## src/core/hef_pkg.sv

```systemverilog
// Function
// - a one written to an event_clear bit clears that event; zero keeps it.
// - event_status reads bit 1 init, 2 brownout, 3 loop, 4 config pending.
// - event_enable masks events so only enabled ones raise host interrupt.
// - config-complete (bit 4) sets once after all requested loops finish.
// - with both configurations in use, they share one loop count and bit 4; a new config_start restarts the count.
// - loop-complete (bit 3) sets after every completed loop.
// - image_version 31-28 is build level: 0 debug, 1 or more release.
// - image_version holds minor in 27-20, major in 19-12, build in 11-0.
// - image_flip bit 4 set mirrors the image along the long side.
// - image_flip bit 0 set mirrors the image along the short side.
// - the host can read every register of the bank and write all but image_version.
package hef_pkg;

  localparam logic [15:0] ADDR_EVENT_CLEAR = 16'h0000;
  localparam logic [15:0] ADDR_EVENT_STATUS = 16'h0004;
  localparam logic [15:0] ADDR_EVENT_ENABLE = 16'h0008;
  localparam logic [15:0] ADDR_IMAGE_VERSION = 16'h0010;
  localparam logic [15:0] ADDR_IMAGE_FLIP = 16'h0020;

  localparam int EVENT_COUNT = 5;
  localparam int BIT_INIT_DONE = 1;
  localparam int BIT_BROWNOUT = 2;
  localparam int BIT_LOOP_COMPLETE = 3;
  localparam int BIT_CONFIG_COMPLETE = 4;
  localparam logic [4:0] EVENT_MASK = 5'h1E;

  localparam int BIT_LONG_SIDE_MIRROR = 4;
  localparam int BIT_SHORT_SIDE_MIRROR = 0;

  localparam int VER_LEVEL_LSB = 28;
  localparam int VER_MINOR_LSB = 20;
  localparam int VER_MAJOR_LSB = 12;
  localparam int VER_BUILD_LSB = 0;

  localparam logic [4:0] RESET_EVENT_ENABLE = 5'h00;
  localparam logic RESET_FLIP = 1'b0;
  localparam logic [11:0] RESET_LOOP_COUNT = 12'h000;
  localparam logic [31:0] RESET_READ_DATA = 32'h00000000;

endpackage

```

## src/core/hef_sticky.sv

```systemverilog
`timescale 1ns/1ps
module hef_sticky
(
  input wire logic clock,
  input wire logic reset,
  input wire logic set,
  input wire logic clear,
  output logic pending
);

  typedef struct packed
  {
    logic pending;
  } hef_sticky_state_type;

  hef_sticky_state_type state;
  hef_sticky_state_type next_state;

  always_comb
  begin
    next_state = state;
    // set wins so an event landing on the clear cycle survives
    next_state.pending = set | (state.pending & ~clear);
  end

  always_ff @(posedge clock or posedge reset)
  begin
    if (reset)
    begin
      state <= '0;
    end
    else
    begin
      state <= next_state;
    end
  end

  assign pending = state.pending;

endmodule

```

## src/core/hef_regs.sv

```systemverilog
`timescale 1ns/1ps
module hef_regs
#(
  // version fields: arbitrary values
  parameter logic [3:0] BUILD_LEVEL = 4'h1,
  parameter logic [7:0] VERSION_MINOR = 8'h02,
  parameter logic [7:0] VERSION_MAJOR = 8'h03,
  parameter logic [11:0] BUILD_NUMBER = 12'h004
)
(
  input wire logic clock,
  input wire logic reset,
  input wire logic reg_write,
  input wire logic reg_read,
  input wire logic [15:0] reg_addr,
  input wire logic [31:0] reg_wdata,
  output logic [31:0] reg_rdata,
  output logic reg_rvalid,
  input wire logic init_done_pulse,
  input wire logic brownout_pulse,
  input wire logic config_start,
  input wire logic loop_end,
  input wire logic [11:0] loop_total,
  output logic host_irq,
  output logic long_side_mirror,
  output logic short_side_mirror
);

  localparam logic [31:0] VERSION_VALUE =
    {BUILD_LEVEL, VERSION_MINOR, VERSION_MAJOR, BUILD_NUMBER};

  typedef struct packed
  {
    logic [4:0] enable;
    logic long_mirror;
    logic short_mirror;
    logic irq;
    logic [31:0] rdata;
    logic rvalid;
    logic [11:0] loop_count;
  } hef_regs_state_type;

  hef_regs_state_type state;
  hef_regs_state_type next_state;

  logic [4:0] pending;
  logic [4:0] event_set;
  logic [4:0] event_clear;
  logic last_loop;
  logic config_done;
  logic [11:0] loop_next;
  logic wr_clear;
  logic wr_status;

  // a loop total of zero is invalid, treated as a single loop
  assign loop_next = state.loop_count + 12'h001;
  assign last_loop = (loop_next >= loop_total) || (loop_total == 12'h000);
  assign config_done = loop_end && last_loop;

  assign wr_clear = reg_write && (reg_addr == hef_pkg::ADDR_EVENT_CLEAR);
  assign wr_status = reg_write && (reg_addr == hef_pkg::ADDR_EVENT_STATUS);

  always_comb
  begin
    event_set = 5'h00;
    event_set[hef_pkg::BIT_INIT_DONE] = init_done_pulse;
    event_set[hef_pkg::BIT_BROWNOUT] = brownout_pulse;
    event_set[hef_pkg::BIT_LOOP_COMPLETE] = loop_end;
    event_set[hef_pkg::BIT_CONFIG_COMPLETE] = config_done;
    // a write of ones to the status word raises events, for software test
    if (wr_status)
    begin
      event_set = event_set | (reg_wdata[4:0] & hef_pkg::EVENT_MASK);
    end
  end

  assign event_clear = wr_clear ?
    (reg_wdata[4:0] & hef_pkg::EVENT_MASK) : 5'h00;

  genvar g;
  generate
    for (g = 0; g < hef_pkg::EVENT_COUNT; g++)
    begin : gen_event
      if (hef_pkg::EVENT_MASK[g])
      begin : gen_live
        hef_sticky u_sticky
        (
          .clock(clock),
          .reset(reset),
          .set(event_set[g]),
          .clear(event_clear[g]),
          .pending(pending[g])
        );
      end
      else
      begin : gen_reserved
        assign pending[g] = 1'b0;
      end
    end
  endgenerate

  always_comb
  begin
    next_state = state;
    next_state.rvalid = reg_read;
    // each config_start restarts the one shared loop count, so a configuration
    // started mid-count drops the completion event of the earlier one
    if (config_start)
    begin
      next_state.loop_count = hef_pkg::RESET_LOOP_COUNT;
    end
    else if (loop_end)
    begin
      next_state.loop_count = last_loop ?
        hef_pkg::RESET_LOOP_COUNT : loop_next;
    end
    if (reg_write)
    begin
      case (reg_addr)
        hef_pkg::ADDR_EVENT_ENABLE:
        begin
          next_state.enable = reg_wdata[4:0] & hef_pkg::EVENT_MASK;
        end
        hef_pkg::ADDR_IMAGE_FLIP:
        begin
          next_state.long_mirror =
            reg_wdata[hef_pkg::BIT_LONG_SIDE_MIRROR];
          next_state.short_mirror =
            reg_wdata[hef_pkg::BIT_SHORT_SIDE_MIRROR];
        end
        default:
        begin
          // version is read-only; unmapped writes are dropped
          next_state.enable = state.enable;
        end
      endcase
    end
    next_state.irq = |(pending & state.enable);
    next_state.rdata = hef_pkg::RESET_READ_DATA;
    if (reg_read)
    begin
      case (reg_addr)
        hef_pkg::ADDR_EVENT_CLEAR,
        hef_pkg::ADDR_EVENT_STATUS:
        begin
          next_state.rdata = {27'h0000000, pending};
        end
        hef_pkg::ADDR_EVENT_ENABLE:
        begin
          next_state.rdata = {27'h0000000, state.enable};
        end
        hef_pkg::ADDR_IMAGE_VERSION:
        begin
          next_state.rdata = VERSION_VALUE;
        end
        hef_pkg::ADDR_IMAGE_FLIP:
        begin
          next_state.rdata = {27'h0000000, state.long_mirror,
            3'h0, state.short_mirror};
        end
        default:
        begin
          next_state.rdata = hef_pkg::RESET_READ_DATA;
        end
      endcase
    end
  end

  always_ff @(posedge clock or posedge reset)
  begin
    if (reset)
    begin
      state.enable <= hef_pkg::RESET_EVENT_ENABLE;
      state.long_mirror <= hef_pkg::RESET_FLIP;
      state.short_mirror <= hef_pkg::RESET_FLIP;
      state.irq <= 1'b0;
      state.rdata <= hef_pkg::RESET_READ_DATA;
      state.rvalid <= 1'b0;
      state.loop_count <= hef_pkg::RESET_LOOP_COUNT;
    end
    else
    begin
      state <= next_state;
    end
  end

  assign reg_rdata = state.rdata;
  assign reg_rvalid = state.rvalid;
  assign host_irq = state.irq;
  assign long_side_mirror = state.long_mirror;
  assign short_side_mirror = state.short_mirror;
endmodule

```

## config.mk

```make
export PLATFORM = sky130hd
export DESIGN_NAME = hef_regs
export DESIGN_NICKNAME = d
export VERILOG_FILES = /design/src/core/hef_pkg.sv /design/src/core/hef_sticky.sv /design/src/core/hef_regs.sv
export SDC_FILE = /design/constraint.sdc
export NUM_CORES = 1
export LEC_CHECK = 0
export BUFFER_PORTS_ARGS = -buffer_cell sky130_fd_sc_hd__buf_2
export CAP_MARGIN = 20
export CORE_ASPECT_RATIO = 0.5
export CORE_UTILIZATION = 43
export DETAILED_ROUTE_END_ITERATION = 10
export GPL_ROUTABILITY_DRIVEN = 1
export PLACE_DENSITY = 0.81
export SLEW_MARGIN = 20
export SYNTH_ARGS = -nofsm -noshare
export SYNTH_HDL_FRONTEND = slang
export SYNTH_SLANG_ARGS = --single-unit
```

## constraint.sdc

```tcl
create_clock -name clock -period 2.5 [get_ports clock]
set_input_delay 0 -clock clock [delete_from_list [all_inputs] [get_ports clock]]
set_output_delay 0 -clock clock [all_outputs]
set_load 0.01 [all_outputs]
```

### After elaboration in Yosys (flattened, before gate mapping)

Cells that the tools add are included.

| word-level totals | value |
|---|---|
| output and inout bits | 36 |
| register bits | 56 |
| word-level logic and storage cells | 49 |
| input bits | 68 |

| operators by class | value |
|---|---|
| mux-type cells | 7 |
| order comparisons | 1 |
| bitwise logic cells | 14 |
| equal/unequal tests | 4 |
| $add $sub $neg | 1 |
| reduce and logical (&&, ||, !) cells | 11 |

Operator list:

| kind | number |
|---|---|
| $pmux 29 s4 | 1 |
| $mux 12 | 3 |
| $mux 29 | 1 |
| $eq 16x3->1 const B | 1 |
| $eq 16x4->1 const B | 1 |
| $eq 16x5->1 const B | 1 |
| $eq 16x6->1 const B | 1 |
| $logic_not 16->1 | 1 |
| $add 12x1->12 const B | 1 |
| $ge 12x12->1 | 1 |
| $logic_not 12->1 | 1 |
| $mux 5 | 2 |
| $and 5x5->5 | 1 |
| $or 5x5->5 | 1 |
| $reduce_or 5->1 | 1 |
| $and 1x1->1 | 4 |
| $not 1->1 | 4 |
| $or 1x1->1 | 4 |
| $reduce_and 2->1 | 2 |
| $logic_and 1x1->1 | 3 |
| $reduce_bool 2->1 | 1 |
| $reduce_or 2->1 | 1 |
| $logic_or 1x1->1 | 1 |

### Depth between registers and ports, before layout

Gate-level depths: netlist of run 1.

| depth | value |
|---|---|
| depth after elaboration | 7 |
| gate-level depth with buffers | 11 |
| gate-level depth less buffers | 10 |

### By module

From an unflattened synthesis of run 1, not the netlist that was laid out.

| unflattened totals | value |
|---|---|
| cells, all modules | 227 |
| area, all modules | 2124.5 um^2 |

By module, submodules not included:

| module | instances | area an instance (um^2) | cells each | sequential area each (um^2) |
|---|---|---|---|---|
| hef_regs | 1 | 1964.4 | 211 | 650.6 |
| hef_sticky | 4 | 40.0 | 4 | 25.0 |

### Least setup slack after synthesis of run 1

No wires, ideal clock.

| timing path | value |
|---|---|
| kind | reg-to-reg |
| start | reg state[0] (netlist name) |
| end | reg state[9] (netlist name) |
| path buffers | 1 |
| library setup time | 0.094 ns |
| data required time | 2.406 ns |
| clock period less this slack | 2.632 ns |
| path slack | -0.132 ns |
| stages on the path, launching flop included | 12 |
| arrival time | 2.538 ns |
| path through | dfrtp_1 > ha_1 > and4_1 > nand4_1 > nor2_1 > xor2_1 > ha_1 > o21ai_0 > o21a_1 > clkbuf_1 > o21ai_1 > a211oi_1 |

| on the way | value |
|---|---|
| longest elaborated chain between the ends | 6 |

Ends and longest elaborated chain:

| item | line | RTL |
|---|---|---|
| from (decl) | hef_regs.sv:43 | `hef_regs_state_type state;` |
| from (signal assigned) | hef_regs.sv:183 | `state <= next_state;` |
| $add 12x1->12 * | hef_regs.sv:56 | `assign loop_next = state.loop_count + 12'h001;` |
| $ge 12x12->1 | hef_regs.sv:57 | `assign last_loop = (loop_next >= loop_total) \|\| (loop_total == 12'h000);` |
| $logic_or 1x1->1 | hef_regs.sv:57 |  |
| $mux 12 * | hef_regs.sv:114 | `next_state.loop_count = last_loop ?` |
| $mux 12 * | hef_regs.sv:112 | `else if (loop_end)` |
| $mux 12 * | hef_regs.sv:108 | `if (config_start)` |

Every way passes the cells marked *; elsewhere a longest branch is shown, timed or not. The select of a mux whose other input is x is not followed.
A chain may end at the register's enable or synchronous reset.

### Final worst setup path of run 1

| timing path | value |
|---|---|
| start | reg state[0] (netlist name) |
| end | reg state[6] (netlist name) |

Same word-level chain as after synthesis.

==> metrics, run 1 <==
outcome=completed; Worst path slowest cell=dfrtp_1; initial antenna violation count=0; antenna cell count=0; Cells after Synth=242; DRC=0; Tot Pwr=1.05 mW; final global-route overflow total=0; M1 GR Usage=22.9%; Syn. warnings=0; CP Buf/Inv Count=1; Routability Congestion=0.827; setup violators final=0; area share of xor/xnor cells in the synthesized design=3.94%; CP top delay family=compound AO/OA/AOI/OAI gates; crit-path cells=ha_2, and4_1, nand4_1, nor2_1, xor2_1, ha_1, o21ai_2, o21a_2, buf_6, o2111ai_1, a21oi_1; CP arrival=2.69 ns; Leak=1.47 nW; CP Launch Type=flip-flop; largest net degree at the start of global routing=19; most frequent cell after synthesis=buf_4; Max stage delay on crit path=0.36 ns; largest family of logic cells by synthesized area=simple AND/OR/NAND/NOR gates; H-tree depth=2; Routed WL per cell=13.9 µm; hpwl dp=3.95 mm; max-slew violation count=0; met2 global-route usage=37.9%; Power Density=372 nW/µm²; GRT met3 Usage=4.56%; routed via count=2030; mapped cell area=2220 µm²; Max Clock Skew=0.00503 ns; worst hold endpoint=reg_rdata[21]$_DFF_PP0_; synthesized area per cell=9.19 µm²; final core utilization=57.2%; fraction of registers with async set/reset=100%; RR Startpoint=state[0]$_DFFE_PP0P_; Via density=5.27; area leader, netlist=dfrtp_1; Hold Path Stages=2; hold slack=0.0128 ns; ratio of final minimum period to clock period=99.6%; worst vdd ir=0.000181 V; Initial Utilization=44.9%; Die H=52.9 µm; R2R depth=11; Hold Crit Class=input pin to flip-flop; worst slew pin tran=0.679 ns; Compound-Gate Fraction of Synth Area=15.4%; GRT busiest layer=met2; first-pass GRT wire length=8.63 mm; Crit Path Max Fanout=6; r2r setup slk=0.01 ns; port bufs=53; CP Class=flip-flop to flip-flop; Synth top area share=33.7%; register area share after synthesis=33.7%; clk root buf=clkbuf_8; Critical Path RT=2.70 ns; DRT iter0 DRCs=64; synthesis-to-finish area growth=27.3%; core area=4950 µm²; f_max=402 MHz; vias in the first global route=1971; Worst-Skew Late Latency=0.28 ns; Hold Violations, Final=0; Max-slew headroom=54.7%; number of synthesized flops with an enable pin=0; Unique masters post-synth=47; Crit. End Element=flip-flop; Clk pin slew, worst setup/hold paths=0.06 ns; DIE AREA=5480 µm²; CTS tree=yes; top_reg_cell synth=dfrtp_1; nets=395; FF-to-FF End=state[6]$_DFFE_PP0P_; MaxCap Viol Count=0; DRT Wirelength=5.34 mm; Hold Startpoint=reg_addr[2]; share of layout cells above drive strength 1=35.2%; Ports=104; Longest Clk Path Bufs=2; Synth Area in Adders=7.31%; CTS buffer count=5; list of most frequent post-synthesis cells=33 x buf_4, 30 x dfrtp_1, 20 x nand2_1; Pre-antenna DRT Iters=4; CTS sink cnt=30; Row Count=18; Yosys reg bits=30; simple logic cell fraction of the synthesized area=19.5%; mux cell area share after synthesis=4.16%; unrepaired setup endpoints after global routing=yes; post-route minimum period=2.49 ns; top cells by area, synth=dfrtp_1 34%, buf_4 11%, ha_1 7.3%; Die X=104 µm; gr usage total=20.2%; Final ANT Viol Nets=0
[cell families after synthesis]
logic type                 count (synthesis)
AOI/OAI and AO/OA                         47
xor gates and xnor gates                  10
adders and majority gates                 13
buffers and inverters                     60
DFF                                       30
muxes                                      7
other                                      1
and+or+nand+nor                           74
[report_power, final]
group	internal [mW]	leakage (nW)	switching [mW]
logic	0.0669	1.02	0.0969
clock network	0.222	0.0482	0.175
registers	0.490	0.396	0.00358
[state kept, by name (all words and copies together), names as in the netlist]
register,flops
host_irq,1
gen_event.gen_live.u_sticky.pending,4
state,16
reg_rvalid,1
reg_rdata,6
short_side_mirror,1
long_side_mirror,1
[area by class of cell]
| cell class | count | area [µm²] |
|---|---|---|
| sequential | 30 | 753 |
| inverter | 20 | 75.1 |
| multi-input combinational | 174 | 1290 |
| fill | 439 | 2120 |
| timing repair buffer | 83 | 532 |
| clock buffer | 7 | 86.3 |
| tap | 70 | 87.6 |
| clock inverter | 1 | 5.00 |
[routing by layer]
layer	part of all wire [%]	wire, µm
met1	39	2090
met4	1.8	96
met2	51	2720
met5	0	0
met3	7.9	424
[timing repair]
item / CTS / global route
buffers inserted: 0 / 5
hold buffers: 9 / 0
gates resized for setup: 5 / 17
endpoints found under the hold margin: 26 / 0
pin swaps: 4 / 15
endpoints found under the setup margin: 5 / 13
[placed cells by master, fill, tap and decap left out, types with 5 or more instances in the layout]
master and n:
dfrtp_1 28, dlygate4sd3_1 9, nand3_1 14, conb_1 23
nor4_1 6, o211ai_1 7, a21oi_1 7, nor2_1 8
nand2_1 20, clkbuf_8 6, buf_4 17, buf_2 53
ha_1 12, inv_1 19, o2111ai_1 5
[per-stage QoR]
| stage | TNS, ns | instance area [µm²] | setup WS [ns] | cells |
|---|---|---|---|---|
| floorplan | -0.00340 | 2310 | -0.00340 | 264 |
| global placement | 0 | 2500 | 0.0231 | 362 |
| detailed placement | -0.114 | 2510 | -0.0628 | 363 |
| CTS | -0.0000246 | 2720 | -0.0000246 | 380 |
| global route | -1.13 | 2830 | -0.130 | 385 |
| finish | 0 | 2830 | 0.0106 | 385 |
[worst max-delay path by stage]
stage | cells after the start | startpoint | end
after floorplan | 11 | state[0]$_DFFE_PP0P_ | state[9]$_DFFE_PP0P_
after global placement | 11 | state[0]$_DFFE_PP0P_ | state[6]$_DFFE_PP0P_
after detailed placement | 11 | state[0]$_DFFE_PP0P_ | state[3]$_DFFE_PP0P_
after CTS | 10 | state[0]$_DFFE_PP0P_ | state[2]$_DFFE_PP0P_
after global routing | 11 | state[0]$_DFFE_PP0P_ | state[7]$_DFFE_PP0P_
final | 11 | state[0]$_DFFE_PP0P_ | state[6]$_DFFE_PP0P_
(Power assumes the default switching activity.)
==> run 2: changes to the inputs <==
==> constraint.sdc (replaced) <==
create_clock -name clock -period 2.5 [get_ports clock]
set_input_delay 0.25 -clock clock [delete_from_list [all_inputs] [get_ports clock]]
set_output_delay 0.25 -clock clock [all_outputs]
set_load 0.01 [all_outputs]
==> run 2 against run 1 <==
Effect of this change:
- non-clock buffer count shrank 5
- hold slack improved by 0.018 ns
- sequential power about the same
- clock power is 14% higher
- worst setup slack improved by 0.026 ns
- maximum frequency increased by 1.1%
- cell count down 1.3%
- sequential share of layout area rose by 0.16 points
- wire length is essentially flat
- critical path type unchanged
- highest routed layer unchanged
==> metrics, run 2 (synthesis gave the netlist of run 1 again) <==
Clk pin slew, worst setup/hold paths=0.06 ns (about the same); DRC=0 (unchanged); share of layout cells above drive strength 1=40.6% (+5.4 points); f_max=406 MHz (+1.1%); port bufs=53 (unchanged); DRT Wirelength=5.33 mm (about the same); CP Launch Type=flip-flop; Leak=1.47 nW (-0.13%); core area=4950 µm² (unchanged); gr usage total=18.8% (-1.3 points); Critical Path RT=2.70 ns (about the same); total net switching power=0.273 mW (-0.61%); cell-internal power=0.825 mW (+6.0%); antenna cell count=0 (unchanged); Hold Crit Class=input pin to async pin; largest net degree at the start of global routing=31 (+12); Initial Utilization=44.9% (unchanged); final core utilization=57.1% (about the same); setup violators final=0 (unchanged); final global-route overflow total=0 (unchanged); Worst-Skew Late Latency=0.28 ns (about the same); Final ANT Viol Nets=0 (unchanged); post-route cell area=2830 µm² (about the same); worst vdd ir=0.000182 V (+0.20%); placed cell areas=2500 µm² (-0.30%); clock share of power=41.1% (+3.5 points); Ports=104 (unchanged); unrepaired setup endpoints after global routing=yes; synthesis-to-finish area growth=27.2% (about the same); most frequent cells in the layout=53 x buf_2, 25 x dfrtp_1, 23 x conb_1, 23 x buf_4, 19 x inv_1; RR Startpoint=state[0]$_DFFE_PP0P_; Gate power share=13.9% (-1.6 points); nets=390 (-1.3%); FF-to-FF End=state[6]$_DFFE_PP0P_; routed via count=1999 (-1.5%); initial antenna violation count=0 (unchanged); r2r setup slk=0.04 ns (+0.03 ns); Routed WL per cell=14.0 µm (+1.2%); cts hold-fix bufs=0 (-9); Pre-antenna DRT Iters=4 (unchanged); CP arrival=2.66 ns (-0.03 ns); outcome=completed; Crit. End Element=flip-flop; CP Class=flip-flop to flip-flop; Net Sw Frac=24.9% (-1.2 points); Routability Congestion=0.826 (-0.16%); first-pass GRT wire length=8.15 mm (-5.5%); Reg power frac=45.0% (-1.9 points); clk root buf=clkbuf_8; CTS sink cnt=30 (unchanged); hpwl dp=3.85 mm (-2.7%); DRT iter0 DRCs=92 (+44%); Die X=104 µm (unchanged); most common cell after layout, fill and taps aside=buf_2; max FFs per register=16 (unchanged); Crit Path Max Fanout=5 (-1); Longest Clk Path Bufs=2 (unchanged); vias in the first global route=1872 (-5.0%); CTS buffer count=5 (unchanged); max-slew violation count=0 (unchanged); Die H=52.9 µm (unchanged); Setup WS pre-CTS=-0.0533 ns (+0.00942 ns); Max Clock Skew=0.00234 ns (-0.00269 ns); Reg with most FFs=state; DIE AREA=5480 µm² (unchanged); Row Count=18 (unchanged); Hold Violations, Final=0 (unchanged); post-route minimum period=2.46 ns (-0.0259 ns); R2R depth=11 (unchanged); ratio of final minimum period to clock period=98.5% (-1.0 points); CTS tree=yes; Power Density=388 nW/µm² (+4.3%); Via density=5.26 (-0.23%); MaxCap Viol Count=0 (unchanged); H-tree depth=2 (unchanged); PnR worst setup slack=0.0365 ns (+0.0259 ns)
run 2: per-layer routing:
metal	track usage (%)	wire, µm	vias up	share of wire, %
li1	-	-	951	-
met1	21.5	2180	934	41
met2	35.7	2720	104	51
met3	3.33	361	10	6.8
met4	8.81	78	0	1.5
met5	0	0	-	0
run 2: what timing repair did:
item,4_1_cts,5_1_grt
gates resized for setup,3,31
cloned,0,0
pin swaps,3,16
buffers inserted,0,9
endpoints found under the setup margin,6,13
run 2: worst max path at each step:
| stage | from | to | slack, ns | cells after the start |
|---|---|---|---|---|
| after detailed placement | state[0]$_DFFE_PP0P_ | state[3]$_DFFE_PP0P_ | -0.05 | 11 |
| after floorplan | state[0]$_DFFE_PP0P_ | state[9]$_DFFE_PP0P_ | -0.003 | 11 |
| after global placement | state[0]$_DFFE_PP0P_ | state[6]$_DFFE_PP0P_ | 0.03 | 11 |
| after CTS | state[0]$_DFFE_PP0P_ | state[3]$_DFFE_PP0P_ | 0.02 | 11 |
| final | state[0]$_DFFE_PP0P_ | state[6]$_DFFE_PP0P_ | 0.04 | 11 |
| after global routing | state[0]$_DFFE_PP0P_ | state[4]$_DFFE_PP0P_ | -0.11 | 11 |
run 2: layout make-up:
| cell class | count | area [µm²] |
|---|---|---|
| inverter | 20 | 75.1 |
| timing repair buffer | 78 | 460 |
| sequential | 30 | 757 |
| multi-input combinational | 174 | 1340 |
| tap | 70 | 87.6 |
| clock buffer | 8 | 110 |
| fill | 429 | 2120 |
run 2: through the flow:
stage          hold slack (ns)  std cells  power [mW]  setup TNS (ns)
3_5_place_dp             0.346        363       0.644          -0.105
4_1_cts                 0.0352        371        1.10               0
5_1_grt                 0.0867        380        1.16          -0.800
2_1_floorplan            0.281        264       0.601        -0.00340
3_3_place_gp             0.339        363       0.638               0
6_report                0.0310        380        1.10               0
run 2: critical path: stages (launching register included):
cell and delay, ns:
dfrtp_1 0.36, ha_2 0.19, and4_4 0.24, nand2_2 0.07, xnor2_2 0.14, ha_1 0.32, a21o_1 0.17, a21oi_2 0.18
a21o_1 0.25, buf_6 0.16, o2111ai_4 0.12, a21oi_1 0.18
run 2: power groups by stage:
stage / logic (mW) / clock network [mW] / registers, mW
3_3_place_gp: 0.136 / 0 / 0.502
2_1_floorplan: 0.0976 / 0 / 0.503
5_1_grt: 0.169 / 0.492 / 0.494
3_5_place_dp: 0.142 / 0 / 0.502
6_report: 0.153 / 0.451 / 0.494
4_1_cts: 0.143 / 0.466 / 0.493
